`src/rtl/icmt_pkg.sv`:
```
/*
 * Shared constants for the infrared carrier modulator timer: register map,
 * field positions, reset values and the operating state type.
 * Assumes a 32-bit APB with word-aligned registers.
 */
package icmt_pkg;

	// ============================================================
	// Register byte offsets
	localparam logic [7:0] ICMT_OFS_CTRL    = 8'h00;
	localparam logic [7:0] ICMT_OFS_CARRIER = 8'h04;
	localparam logic [7:0] ICMT_OFS_MODTIME = 8'h08;
	localparam logic [7:0] ICMT_OFS_COUNTER = 8'h0c;
	localparam logic [7:0] ICMT_OFS_STATUS  = 8'h10;
	localparam logic [7:0] ICMT_OFS_MASK    = 8'h14;
	localparam logic [7:0] ICMT_OFS_PWR     = 8'h18;
	localparam logic [7:0] ICMT_OFS_CAPTURE = 8'h1c;

	// ============================================================
	// Control register fields
	localparam int ICMT_CTRL_EN     = 0;
	localparam int ICMT_CTRL_MODE   = 1;
	localparam int ICMT_CTRL_POL    = 2;
	localparam int ICMT_CTRL_DATA   = 3;
	localparam int ICMT_CTRL_RELOAD = 4;
	localparam int ICMT_CTRL_RISE   = 5;
	localparam int ICMT_CTRL_FALL   = 6;
	localparam int ICMT_CTRL_W      = 7;

	// ============================================================
	// Status / mask fields, power control fields
	localparam int ICMT_ST_INTERVAL = 0;
	localparam int ICMT_ST_OVF      = 1;
	localparam int ICMT_ST_W        = 2;
	localparam int ICMT_ST_ACTIVE   = 2;
	localparam int ICMT_ST_PIN      = 3;
	localparam int ICMT_PWR_LEVEL   = 0;
	localparam int ICMT_PWR_OE      = 1;

	// ============================================================
	// Reset values and counter maximum
	localparam logic [ICMT_CTRL_W-1:0] ICMT_CTRL_RST    = 7'h00;
	localparam logic [15:0]            ICMT_CARRIER_RST = 16'h0000;
	localparam logic [15:0]            ICMT_MODTIME_RST = 16'h0000;
	localparam logic [15:0]            ICMT_COUNTER_RST = 16'h0000;
	localparam logic [1:0]             ICMT_PWR_RST     = 2'h0;
	localparam logic [15:0]            ICMT_COUNT_MAX   = 16'hffff;

	// Operating state
	typedef enum logic [1:0] {
		ICMT_IDLE,
		ICMT_TX,
		ICMT_RX
	} icmt_state_e;

endpackage : icmt_pkg

```
`src/rtl/icmt_carrier_if.sv`:
```
/*
 * Link between the timer control logic and its carrier generator.
 * Assumes both ends run on the same pclk.
 */
interface icmt_carrier_if;
	logic       restart;   // Start again at a high phase
	logic       run;       // Generator active
	logic [7:0] high_time; // High phase length in clocks
	logic [7:0] low_time;  // Low phase length in clocks
	logic       level;     // Carrier waveform
	logic       tick;      // One pulse per full carrier cycle

	modport gen (input restart, input run, input high_time, input low_time,
		output level, output tick);
	modport ctl (output restart, output run, output high_time, output low_time,
		input level, input tick);
endinterface : icmt_carrier_if

```
`src/rtl/icmt_carrier_gen.sv`:
```
/*
 * Carrier generator: alternating high and low phases counted in pclk cycles.
 * Phase lengths may change within a period; a shortened live phase ends at once.
 */
module icmt_carrier_gen
	import icmt_pkg::*;
(
	input  wire logic  pclk,
	input  wire logic  presetn,
	icmt_carrier_if.gen car
);

	logic       high_ff;
	logic [7:0] cnt_ff;
	logic       tick_ff;
	logic [7:0] len;

	// A zero byte still gives one clock, so the carrier never stalls
	assign len = car.high_time == 8'h00 && high_ff ? 8'h01 :
		car.low_time == 8'h00 && !high_ff ? 8'h01 :
		high_ff ? car.high_time : car.low_time;

	// ============================================================
	// Phase sequencing
	always_ff @(posedge pclk or negedge presetn)
	begin
		if (!presetn)
		begin
			high_ff <= 1'b1;
			cnt_ff  <= 8'h00;
			tick_ff <= 1'b0;
		end
		else if (car.restart || !car.run)
		begin
			high_ff <= 1'b1;
			cnt_ff  <= 8'h00;
			tick_ff <= 1'b0;
		end
		else if (cnt_ff >= len - 8'h01) // Shortened live phase ends at once, no 256-clock stall
		begin
			high_ff <= !high_ff;
			cnt_ff  <= 8'h00;
			tick_ff <= !high_ff; // End of low phase closes a cycle
		end
		else
		begin
			cnt_ff  <= cnt_ff + 8'h01;
			tick_ff <= 1'b0;
		end
	end

	assign car.level = high_ff;
	assign car.tick  = tick_ff;

	// ============================================================
	// Checks
	a_restart_high:
	assert property (@(posedge pclk) disable iff (!presetn)
		car.restart |=> high_ff && cnt_ff == 8'h00)
	else $error("carrier did not restart in high phase");

endmodule : icmt_carrier_gen

```
`src/rtl/icmt_top.sv`:
```
/*
 * Infrared carrier modulator timer with APB register access.
 * Drives the infrared output pin with a gated carrier in transmit mode and
 * times the infrared input pin in receive mode.
 * Assumes a single 100 MHz pclk, asynchronous active-low presetn, and an
 * input pin that is asynchronous to pclk.
 */
// Added by the designer: register access over APB and the register offsets.
module icmt_top
	import icmt_pkg::*;
(
	input  wire logic        pclk,
	input  wire logic        presetn,
	input  wire logic        psel,
	input  wire logic        penable,
	input  wire logic        pwrite,
	input  wire logic [7:0]  paddr,
	input  wire logic [31:0] pwdata,
	output logic      [31:0] prdata,
	output logic             pready,
	output logic             pslverr,
	input  wire logic        infrared_input_pin,
	output logic             infrared_output_pin,
	output logic             infrared_output_pin_oe,
	output logic             irq
);

	// ============================================================
	// Registers and internal state
	logic [ICMT_CTRL_W-1:0] ctrl_ff;
	logic [15:0]            carrier_period_register_ff;
	logic [15:0]            modulation_interval_register_ff;
	logic [15:0]            interval_counter_ff;
	logic [15:0]            capture_ff;
	logic [ICMT_ST_W-1:0]   status_ff;
	logic [ICMT_ST_W-1:0]   mask_ff;
	logic [1:0]             power_control_register_ff;
	logic [31:0]            prdata_ff;
	logic                   pslverr_ff;
	icmt_state_e            state_ff;
	icmt_state_e            nxt_state;
	logic [15:0]            mt_s_ff;
	logic [15:0]            ca_s_ff;
	logic                   data_s_ff;
	logic                   pol_s_ff;
	logic                   pin_ff;
	logic                   oe_ff;
	logic                   rx_s1_ff;
	logic                   rx_s2_ff;
	logic                   rx_s3_ff;

	logic wr;
	logic rd_setup;
	logic hit;
	logic tx_start;
	logic rx_start;
	logic reload;
	logic capture;
	logic overflow;
	logic cnt_wr;
	logic [ICMT_ST_W-1:0] st_set;
	logic [31:0] rd_mux;

	icmt_carrier_if car ();

	// ============================================================
	// APB slave: zero wait states, data registered in the setup cycle
	assign wr       = psel && penable && pwrite;
	assign rd_setup = psel && !penable;
	assign pready   = 1'b1;
	assign prdata   = prdata_ff;
	assign pslverr  = pslverr_ff;

	// Address decode and read mux
	always_comb
	begin
		hit    = 1'b1;
		rd_mux = 32'h0000_0000;
		case (paddr)
			ICMT_OFS_CTRL:    rd_mux = {25'h0, ctrl_ff};
			ICMT_OFS_CARRIER: rd_mux = {16'h0, carrier_period_register_ff};
			ICMT_OFS_MODTIME: rd_mux = {16'h0, modulation_interval_register_ff};
			ICMT_OFS_COUNTER: rd_mux = {16'h0, interval_counter_ff};
			ICMT_OFS_STATUS:  rd_mux = {28'h0, pin_ff, state_ff == ICMT_TX, status_ff};
			ICMT_OFS_MASK:    rd_mux = {30'h0, mask_ff};
			ICMT_OFS_PWR:     rd_mux = {30'h0, power_control_register_ff};
			ICMT_OFS_CAPTURE: rd_mux = {16'h0, capture_ff};
			default:          hit = 1'b0;
		endcase
	end

	// Read data and error flag, captured in the setup cycle
	always_ff @(posedge pclk or negedge presetn)
	begin
		if (!presetn)
		begin
			prdata_ff  <= 32'h0000_0000;
			pslverr_ff <= 1'b0;
		end
		else if (rd_setup)
		begin
			prdata_ff  <= pwrite ? 32'h0000_0000 : rd_mux;
			pslverr_ff <= !hit;
		end
	end

	// Software-written configuration
	always_ff @(posedge pclk or negedge presetn)
	begin
		if (!presetn)
		begin
			ctrl_ff                         <= ICMT_CTRL_RST;
			carrier_period_register_ff      <= ICMT_CARRIER_RST;
			modulation_interval_register_ff <= ICMT_MODTIME_RST;
			mask_ff                         <= '0;
			power_control_register_ff       <= ICMT_PWR_RST;
		end
		else if (wr)
		begin
			case (paddr)
				ICMT_OFS_CTRL:    ctrl_ff <= pwdata[ICMT_CTRL_W-1:0];
				ICMT_OFS_CARRIER: carrier_period_register_ff <= pwdata[15:0];
				ICMT_OFS_MODTIME: modulation_interval_register_ff <= pwdata[15:0];
				ICMT_OFS_MASK:    mask_ff <= pwdata[ICMT_ST_W-1:0];
				ICMT_OFS_PWR:     power_control_register_ff <= pwdata[1:0];
				default:          ;
			endcase
		end
	end

	// ============================================================
	// Operating state: enable gates everything, mode picks direction
	always_comb
	begin
		if (!ctrl_ff[ICMT_CTRL_EN])
			nxt_state = ICMT_IDLE;
		else if (ctrl_ff[ICMT_CTRL_MODE])
			nxt_state = ICMT_TX;
		else
			nxt_state = ICMT_RX;
	end

	always_ff @(posedge pclk or negedge presetn)
	begin
		if (!presetn)
			state_ff <= ICMT_IDLE;
		else
			state_ff <= nxt_state;
	end

	// Either order of enable and mode, or both at once, gives one start
	assign tx_start = nxt_state == ICMT_TX && state_ff != ICMT_TX;
	assign rx_start = nxt_state == ICMT_RX && state_ff != ICMT_RX;

	// ============================================================
	// Carrier generator, fed from the sampled copy while transmitting
	assign car.restart   = tx_start || rx_start;
	assign car.run       = state_ff != ICMT_IDLE;
	assign car.high_time = state_ff == ICMT_TX ? ca_s_ff[15:8]
		: carrier_period_register_ff[15:8];
	assign car.low_time  = state_ff == ICMT_TX ? ca_s_ff[7:0]
		: carrier_period_register_ff[7:0];

	icmt_carrier_gen u_carrier (
		.pclk    (pclk),
		.presetn (presetn),
		.car     (car)
	);

	// ============================================================
	// Input pin synchroniser; third stage only feeds the edge detector
	always_ff @(posedge pclk or negedge presetn)
	begin
		if (!presetn)
		begin
			rx_s1_ff <= 1'b1;
			rx_s2_ff <= 1'b1;
			rx_s3_ff <= 1'b1;
		end
		else
		begin
			rx_s1_ff <= infrared_input_pin;
			rx_s2_ff <= rx_s1_ff;
			rx_s3_ff <= rx_s2_ff;
		end
	end

	assign capture = state_ff == ICMT_RX &&
		((ctrl_ff[ICMT_CTRL_RISE] && rx_s2_ff && !rx_s3_ff) ||
		(ctrl_ff[ICMT_CTRL_FALL] && !rx_s2_ff && rx_s3_ff));

	// ============================================================
	// Interval counter
	assign reload   = state_ff == ICMT_TX && !tx_start && car.tick &&
		interval_counter_ff == 16'h0000;
	// Flag only a real wrap: a load, a preset or a clearing capture wins over the step
	assign overflow = state_ff == ICMT_RX && !tx_start && !cnt_wr &&
		!(capture && ctrl_ff[ICMT_CTRL_RELOAD]) && car.tick &&
		interval_counter_ff == ICMT_COUNT_MAX;
	// Software may preset the counter outside transmit only
	assign cnt_wr   = wr && paddr == ICMT_OFS_COUNTER && state_ff != ICMT_TX;

	always_ff @(posedge pclk or negedge presetn)
	begin
		if (!presetn)
			interval_counter_ff <= ICMT_COUNTER_RST;
		else if (tx_start || reload)
			interval_counter_ff <= modulation_interval_register_ff;
		else if (state_ff == ICMT_TX && car.tick)
			interval_counter_ff <= interval_counter_ff - 16'h0001;
		else if (cnt_wr)
			interval_counter_ff <= pwdata[15:0];
		else if (capture && ctrl_ff[ICMT_CTRL_RELOAD])
			interval_counter_ff <= 16'h0000;
		else if (state_ff == ICMT_RX && car.tick)
			interval_counter_ff <= interval_counter_ff + 16'h0001;
	end

	// Capture value for software, taken before any clear
	always_ff @(posedge pclk or negedge presetn)
	begin
		if (!presetn)
			capture_ff <= 16'h0000;
		else if (capture)
			capture_ff <= interval_counter_ff;
	end

	// ============================================================
	// Sampled settings: held for a whole interval
	always_ff @(posedge pclk or negedge presetn)
	begin
		if (!presetn)
		begin
			mt_s_ff   <= ICMT_MODTIME_RST;
			ca_s_ff   <= ICMT_CARRIER_RST;
			data_s_ff <= 1'b0;
			pol_s_ff  <= 1'b0;
		end
		else if (tx_start || reload)
		begin
			mt_s_ff   <= modulation_interval_register_ff;
			ca_s_ff   <= carrier_period_register_ff;
			data_s_ff <= ctrl_ff[ICMT_CTRL_DATA];
			pol_s_ff  <= ctrl_ff[ICMT_CTRL_POL];
		end
	end

	// ============================================================
	// Output pin, registered so the pad never glitches
	always_ff @(posedge pclk or negedge presetn)
	begin
		if (!presetn)
		begin
			pin_ff <= 1'b0;
			oe_ff  <= 1'b0;
		end
		else
		begin
			case (state_ff)
				ICMT_IDLE:
				begin
					pin_ff <= power_control_register_ff[ICMT_PWR_LEVEL];
					oe_ff  <= power_control_register_ff[ICMT_PWR_OE];
				end
				ICMT_TX:
				begin
					pin_ff <= data_s_ff ? (car.level ^ pol_s_ff) : pol_s_ff;
					oe_ff  <= 1'b1;
				end
				ICMT_RX:
				begin
					pin_ff <= ctrl_ff[ICMT_CTRL_POL];
					oe_ff  <= 1'b1;
				end
				default:
				begin
					pin_ff <= 1'b0;
					oe_ff  <= 1'b0;
				end
			endcase
		end
	end

	assign infrared_output_pin    = pin_ff;
	assign infrared_output_pin_oe = oe_ff;

	// ============================================================
	// Sticky status, write one to clear; a new event beats the clear
	assign st_set = {overflow, reload};

	always_ff @(posedge pclk or negedge presetn)
	begin
		if (!presetn)
			status_ff <= '0;
		else if (wr && paddr == ICMT_OFS_STATUS)
			status_ff <= (status_ff & ~pwdata[ICMT_ST_W-1:0]) | st_set;
		else
			status_ff <= status_ff | st_set;
	end

	// Level interrupt from unmasked status
	assign irq = |(status_ff & mask_ff);

	// ============================================================
	// Checks
	a_manual_pin:
	assert property (@(posedge pclk) disable iff (!presetn)
		state_ff == ICMT_IDLE |=> infrared_output_pin_oe ==
		$past(power_control_register_ff[ICMT_PWR_OE]))
	else $error("manual drive enable not followed");

	a_tx_load:
	assert property (@(posedge pclk) disable iff (!presetn)
		tx_start |=> interval_counter_ff == $past(modulation_interval_register_ff)
		&& state_ff == ICMT_TX)
	else $error("counter not loaded at transmit start");

	a_tx_down:
	assert property (@(posedge pclk) disable iff (!presetn)
		state_ff == ICMT_TX && nxt_state == ICMT_TX && car.tick &&
		interval_counter_ff != 16'h0000 |=>
		interval_counter_ff == $past(interval_counter_ff) - 16'h0001)
	else $error("transmit counter did not step down");

	a_rx_up:
	assert property (@(posedge pclk) disable iff (!presetn)
		state_ff == ICMT_RX && !tx_start && car.tick && !capture && !cnt_wr |=>
		interval_counter_ff == $past(interval_counter_ff) + 16'h0001)
	else $error("receive counter did not step up");

	a_rx_clear:
	assert property (@(posedge pclk) disable iff (!presetn)
		capture && ctrl_ff[ICMT_CTRL_RELOAD] && !cnt_wr && !tx_start |=>
		interval_counter_ff == 16'h0000)
	else $error("counter not cleared on capture");

	a_ovf_flag:
	assert property (@(posedge pclk) disable iff (!presetn)
		overflow |=> status_ff[ICMT_ST_OVF] && interval_counter_ff == 16'h0000)
	else $error("overflow flag not set on wrap");

	a_reload_flag:
	assert property (@(posedge pclk) disable iff (!presetn)
		reload |=> status_ff[ICMT_ST_INTERVAL] && mt_s_ff == interval_counter_ff)
	else $error("reload did not set flag and resample");

	a_idle_level:
	assert property (@(posedge pclk) disable iff (!presetn)
		state_ff == ICMT_TX && !data_s_ff |=> infrared_output_pin == $past(pol_s_ff))
	else $error("idle level wrong for data zero");

	a_hold_sample:
	assert property (@(posedge pclk) disable iff (!presetn)
		!tx_start && !reload |=> $stable(ca_s_ff) && $stable(data_s_ff) &&
		$stable(pol_s_ff) && $stable(mt_s_ff))
	else $error("sampled settings changed mid interval");

	a_stop_tx:
	assert property (@(posedge pclk) disable iff (!presetn)
		!(ctrl_ff[ICMT_CTRL_EN] && ctrl_ff[ICMT_CTRL_MODE]) |=> state_ff != ICMT_TX)
	else $error("transmit did not stop");

endmodule : icmt_top

```
`config.mk`:
```
export PLATFORM = sky130hd
export DESIGN_NAME = icmt_top
export DESIGN_NICKNAME = d
export VERILOG_FILES = /design/src/rtl/icmt_pkg.sv /design/src/rtl/icmt_carrier_if.sv /design/src/rtl/icmt_carrier_gen.sv /design/src/rtl/icmt_top.sv
export SDC_FILE = /design/constraint.sdc
export NUM_CORES = 1
export LEC_CHECK = 0
export BUFFER_PORTS_ARGS = -buffer_cell sky130_fd_sc_hd__buf_2
export CORE_MARGIN = 2
export CORE_UTILIZATION = 45
export CTS_CLUSTER_SIZE = 28
export DETAILED_ROUTE_END_ITERATION = 12
export GPL_TIMING_DRIVEN = 0
export MAX_ROUTING_LAYER = met4
export SLEW_MARGIN = 25
export SYNTH_ARGS = -nofsm -noshare
export SYNTH_HDL_FRONTEND = slang
export SYNTH_SLANG_ARGS = --single-unit
```
`constraint.sdc`:
```
create_clock -name pclk -period 4.7 [get_ports pclk]
set_input_delay 0.235 -clock pclk [delete_from_list [all_inputs] [get_ports pclk]]
set_output_delay 0.235 -clock pclk [all_outputs]
set_load 0.01 [all_outputs]
```
# Yosys cells after proc, flatten, opt, wreduce, memory -nomap -nowiden
# Cells that the tools add are included.
dict set report op_classes {
  add_sub_neg 4
  n_lt_le_gt_ge 1
  eq_ne 14
  n_mux 25
  bitwise 6
  reduce_logical 55
}
# cell n
set op_table {}
lappend op_table {{case mux 16 bit (8 select lines)} 1}
lappend op_table {{two-way mux 16 bit} 5}
lappend op_table {{two-way mux 8 bit} 7}
lappend op_table {{equality test 8 x 5 -> 1 bit, second input constant} 4}
lappend op_table {{two-way mux 32 bit} 1}
lappend op_table {{logical AND 1 bit} 26}
lappend op_table {{zero test 8 bit} 3}
lappend op_table {{adder 16 x 1 -> 16 bit, second input constant} 1}
lappend op_table {{equality test 16 bit, second input constant} 1}
lappend op_table {{equality test 8 x 4 -> 1 bit, second input constant} 2}
lappend op_table {{zero test 16 bit} 1}
lappend op_table {{subtractor 16 x 1 -> 16 bit, second input constant} 1}
lappend op_table {{AND reduction 2 bit} 5}
lappend op_table {{zero test 1 bit} 9}
lappend op_table {{adder 8 x 1 -> 8 bit, second input constant} 1}
lappend op_table {{equality test 8 x 3 -> 1 bit, second input constant} 1}
lappend op_table {{greater-or-equal comparator 8 bit} 1}
lappend op_table {{OR reduction 8 bit} 1}
lappend op_table {{subtractor 8 x 1 -> 8 bit, second input constant} 1}
lappend op_table {{two-way mux 1 bit} 6}
lappend op_table {{two-way mux 2 bit} 3}
lappend op_table {{nonzero test 5 bit} 1}
lappend op_table {{bitwise AND 2 bit} 2}
lappend op_table {{equality test 2 x 1 -> 1 bit, second input constant} 2}
lappend op_table {{other kinds (12)} 19}
dict set report word_totals {
  regBits 145
  output_inout_bits 37
}

# Depth between registers and ports, before layout
dict set report logic_depth {
  depth_word 12
  ltp_mapped 17
  depth_no_buf 16
}

# Modules after synthesis
# From an unflattened synthesis, not the netlist that was laid out.
dict set report hier_totals {
  hier_cells 726
  area_unflattened_um2 7265.7
}
# module instances cells_each area_each_um2
set modules_own_cells {}
lappend modules_own_cells {icmt_top 1 629 6388.6}
lappend modules_own_cells {icmt_carrier_gen 1 97 877.1}

# Least setup slack after synthesis
# No wires, ideal clock.
dict set report synth_timing {
  kind {register to register}
  from {register state_ff[0]}
  to {register u_carrier.cnt_ff[2]}
  arrival_ns 3.541
  required_time_ns 4.628
  setup_slack_ns 1.087
  path_stages_with_launch 17
  synth_period_minus_slack_ns 3.613
  cell_sequence {dfrtp_1 > ha_1 > buf_2 > or4_1 > o22a_1 > nor4_1 > nor3_1 > ha_1 > nand2_1 > xor2_1 > ha_1 > a21o_1 > a21o_1 > a21oi_1 > o21ai_0 > a211o_1 > nor2_1}
}
dict set report synth_via {
  elab_chain_len 10
  elab_cells_between_ends 22
}
# element line
set synth_lines {}
lappend synth_lines {{start, declared} icmt_top.sv:40} ;# icmt_state_e state_ff;
lappend synth_lines {{start signal, assigned} icmt_top.sv:148} ;# state_ff <= nxt_state;
lappend synth_lines {{equality test 2 x 1 -> 1 bit} {icmt_top.sv:159, icmt_top.sv:161}}
lappend synth_lines {{two-way mux 8 bit} icmt_top.sv:161} ;# assign car.low_time = state_ff == ICMT_TX ? ca_s_ff[7:0]
lappend synth_lines {{zero test 8 bit} icmt_carrier_gen.sv:20} ;# car.low_time == 8'h00 && !high_ff ? 8'h01 :
lappend synth_lines {{logical AND 1 bit} icmt_carrier_gen.sv:20}
lappend synth_lines {{two-way mux 8 bit} icmt_carrier_gen.sv:20}
lappend synth_lines {{two-way mux 8 bit} icmt_carrier_gen.sv:19} ;# assign len = car.high_time == 8'h00 && high_ff ? 8'h01 :
lappend synth_lines {{subtractor 8 x 1 -> 8 bit} icmt_carrier_gen.sv:39} ;# else if (cnt_ff >= len - 8'h01)
lappend synth_lines {{greater-or-equal comparator 8 bit} icmt_carrier_gen.sv:39}
lappend synth_lines {{two-way mux 8 bit} icmt_carrier_gen.sv:39}
lappend synth_lines {{two-way mux 8 bit *} icmt_carrier_gen.sv:33} ;# else if (car.restart || !car.run)
lappend synth_lines {{end signal, assigned} icmt_carrier_gen.sv:47} ;# cnt_ff <= cnt_ff + 8'h01;
lappend synth_lines {{end, declared} icmt_carrier_gen.sv:14} ;# logic [7:0] cnt_ff;
# Every way passes the cells marked *; elsewhere a longest branch is shown, timed or not.
# A chain may end at the register's enable or synchronous reset.

# Worst setup path after layout
dict set report layout_timing {
  from {register state_ff[1]}
  to {register u_carrier.cnt_ff[7]}
}
# The elaborated chain is that of the path after synthesis.

==> out/qor.yml <==
pwr:
  leakagePower_uw: 0.00398
  seq_power_share_pct: 44.3
  pwr-share-clk_pct: 48.9
  sw_frac_of_total_pct: 23.9
  intPower_uw: 1950
  p_switching_uw: 613
  worst_ir_drop_vdd_mv: 0.272
  comb_power_share_pct: 6.8
  power.density_nw_per_um2: 304
  power_uw: 2560
clock_tree:
  cts.sinks: 129
  post-cts-setup-buffer-count: 0
  cts_tree: "built"
  cts-root-buf: "clkbuf_16"
  clkLatencyLatePin_ns: 0.42
  cts_buffer_depth: 2
  clkTransAtPathRegs_ns: 0.06
  cts_inserted_buffers: 17
  htree_levels: 4
  post_cts_resized: 0
synth:
  synth_edf_count: 0
  synthMuxAreaShare_pct: 15.0
  async_flop_share_pct: 100
  netlist_instances: 663
  ys_warn_count: 0
  synth_top_family_by_area: "compound AO/OA/AOI/OAI gates"
  synth-simple-area-share_pct: 12.4
  postSynthAreaPerCell_um2: 10.9
  synth_xor_area_share_pct: 4.11
  synth-adder-area-share_pct: 2.94
  synth-compound-area-share_pct: 15.5
  synth_cell_types: 67
  seq_area_frac_synth_pct: 44.7
  synth_area_um2: 7240
  synth-seq-cells: 129
  synthFlopType: "dfrtp_1"
cells_and_area:
  seq_area_um2: 3230
  final_cell_mix: "dfrtp_1 (125), mux2_2 (63), buf_2 (58)"
  syn2layout_area_growth_pct: 16.4
  num_antenna_cells: 0
  fillers: 1477
  multiInputGateArea_um2: 3680
  final_common_cell: "dfrtp_1"
  layout-drive-gt1-share_pct: 26.0
  num-nets-final: 812
sta:
  period_needed_ns: 4.13
  fin_setup_tns_ns: 0
  min_period_over_period_pct: 87.9
  fmax_mhz: 242
  skew_ns: 0.00817
  finalHoldViolations: 0
  slew_headroom_pct: 37.0
  holdWs_ns: 0.0720
  setup-violations-final: 0
  tightest_slew_ns: 0.933
  rsz0062_at_grt: "false"
  setup_slack_ns: 0.567
  slew_viol_final: 0
global_route:
  busiest_layer: "met2"
  grt_usage_pct: 27.3
  grt_pass1_vias: 5742
  use_met3_pct: 4.32
  overflow: 0
  grt_start_max_net_pins: 73
  grt_pass1_wl_um: 33500
  grtUsageMet1_pct: 37.3
  met2_usage_pct: 42.1
  antenna_found_initial: 0
floorplan:
  fp.dieArea_um2: 17100
  ios: 83
  initial_core_util_pct: 45.7
  num_rows: 46
  die-width_um: 131
  chipHeight_um: 131
  core_area_um2: 15800
placed_design:
  dp_slack_ns: 0.598
  place.detailed.hpwl_um: 15300
  port_buffers: 49
  place_congestion: 0.930
critical_path:
  critical_path.max_fanout: 10
  critPathMaxStageDelay_ns: 0.54
  worstPathRequired_ns: 5.05
  crit_path_start_kind: "flip-flop"
  crit_chain: "inv_1, ha_1, buf_2, or4_1, o22a_1, nor4_1, nor3_1, ha_1, nand2_1, xor2_1, ha_1, a21o_1, a21o_1, a21oi_1, o21ai_0, a211o_1, nor2_1"
  critical_path_arrival_ns: 4.48
  cp_common_cell: "ha_1"
  end_kind: "flip-flop"
  cpMaxStageDelayCell: "or4_1"
  setup.worst_path.class: "flip-flop to flip-flop"
drt:
  drc: 0
  num_vias: 5865
  ant_nets: 0
  dr.pass1.iters: 6
  wl_um: 21400
  drt_iter0_markers: 482
  post_drt_wl_per_cell_um: 21.9
  routed_via_density: 6.00
run_status:
  status: "finished clean"
job:
  maxCapViolCount: 0
worst_hold_path:
  min_path_type: "input port to flip-flop"
-- registers in the layout, indices dropped and copies added, names as in the netlist, 2 cells and up --
register	count
ca_s_ff	16
capture_ff	16
carrier_period_register_ff	16
ctrl_ff	7
interval_counter_ff	16
mask_ff	2
modulation_interval_register_ff	16
power_control_register_ff	2
prdata	16
state_ff	2
status_ff	2
u_carrier.cnt_ff	8
-- routing by layer --
metal  share of wire (%)  vias up  wire length [um]
li1                    -     2625                 -
met1                  46     2978              9780
met2                  47      230              9970
met3                 5.8       32              1240
met4                 2.0        0               435
met5                   0        -                 0
-- power by group through the flow --
stage	Clock, uW	Combinational, uW	Sequential, uW
after floorplan	0	96.5	1150
after global placement	0	164	1150
final	1250	174	1140
after global routing	1320	193	1140
after CTS	1270	173	1140
after detailed placement	0	170	1150
-- cells in the mapped netlist, types with 7 or more instances --
| cell | number | area, um2 |
|---|---|---|
| a21o_1 | 7 | 52.6 |
| a21oi_1 | 22 | 110 |
| a221o_1 | 10 | 100 |
| a221oi_1 | 8 | 70.1 |
| a222oi_1 | 7 | 70.1 |
| a22o_1 | 29 | 254 |
| a22oi_1 | 10 | 75.1 |
| buf_2 | 10 | 50.1 |
| buf_4 | 23 | 173 |
| clkbuf_1 | 26 | 97.6 |
| dfrtp_1 | 125 | 3130 |
| ha_1 | 17 | 213 |
| inv_1 | 13 | 48.8 |
| mux2_1 | 18 | 203 |
| mux2_2 | 63 | 709 |
| nand2_1 | 42 | 158 |
| nand3_1 | 17 | 85.1 |
| nor2_1 | 38 | 143 |
| nor3_1 | 15 | 75.1 |
| o21ai_0 | 13 | 65.1 |
| o31ai_1 | 10 | 75.1 |
| xnor2_1 | 18 | 158 |
| xor2_1 | 16 | 140 |
-- final timing paths --
| path | cells past startpoint | startpoint | slack [ns] | end |
|---|---|---|---|---|
| worst max-delay path | 17 | state_ff[1]$_DFF_PN0_ | 0.57 | u_carrier.cnt_ff[7]$_DFF_PN0_ |
| worst min-delay path | 2 | pwdata[9] | 0.07 | modulation_interval_register_ff[9]$_DFFE_PN0P_ |
| worst max register to register | 17 | state_ff[1]$_DFF_PN0_ | 0.57 | u_carrier.cnt_ff[7]$_DFF_PN0_ |
| worst min register to register | 0 | rx_s1_ff$_DFF_PN1_ | 0.36 | rx_s2_ff$_DFF_PN1_ |
| max in group asynchronous | 3 | presetn | 3.63 | rx_s1_ff$_DFF_PN1_ |
| min in group asynchronous | 2 | presetn | 0.33 | u_carrier.cnt_ff[4]$_DFF_PN0_ |
-- layout make-up --
class / count / area share (%)
Buffer: 62 / 3.93
Clock buffer: 21 / 5.58
Clock inverter: 10 / 1.02
Inverter: 13 / 0.579
Multi-Input combinational cell: 474 / 43.7
Sequential cell: 129 / 38.4
Tap cell: 216 / 3.21
Timing Repair Buffer: 52 / 3.59
-- cell families (layout without fill, tap and decap cells) --
family,count (synthesis),count (layout)
buffers and inverters,75,158
adders and majority gates,17,17
muxes,91,91
DFF,129,129
other,2,17
AOI/OAI and AO/OA,146,146
and+or+nand+nor,169,169
xor gates and xnor gates,34,34
-- worst max-delay path, delay by kind of cell (launching register included) --
family | cells | cell delay [ns]
adders and majority gates | 3 | 0.72
DFF | 1 | 0.37
xor gates and xnor gates | 1 | 0.16
AOI/OAI and AO/OA | 6 | 1.26
buffers and inverters | 2 | 0.29
and+or+nand+nor | 5 | 1.25
-- timing repair --
item | CTS | global route
endpoints found under the setup margin | 0 | 0
hold endpoints to repair | 58 | 0
hold buffers | 2 | 0
-- through the flow --
| stage | cell area, um2 | std cells | utilization (%) |
|---|---|---|---|
| after global placement | 7810 | 943 | 49.4 |
| after floorplan | 7300 | 678 | - |
| final | 8430 | 977 | 53.2 |
| after detailed placement | 7850 | 944 | 49.6 |
| after CTS | 8430 | 977 | 53.2 |
| after global routing | 8430 | 977 | 53.2 |
No activity file was read; power rests on OpenSTA's default activity.
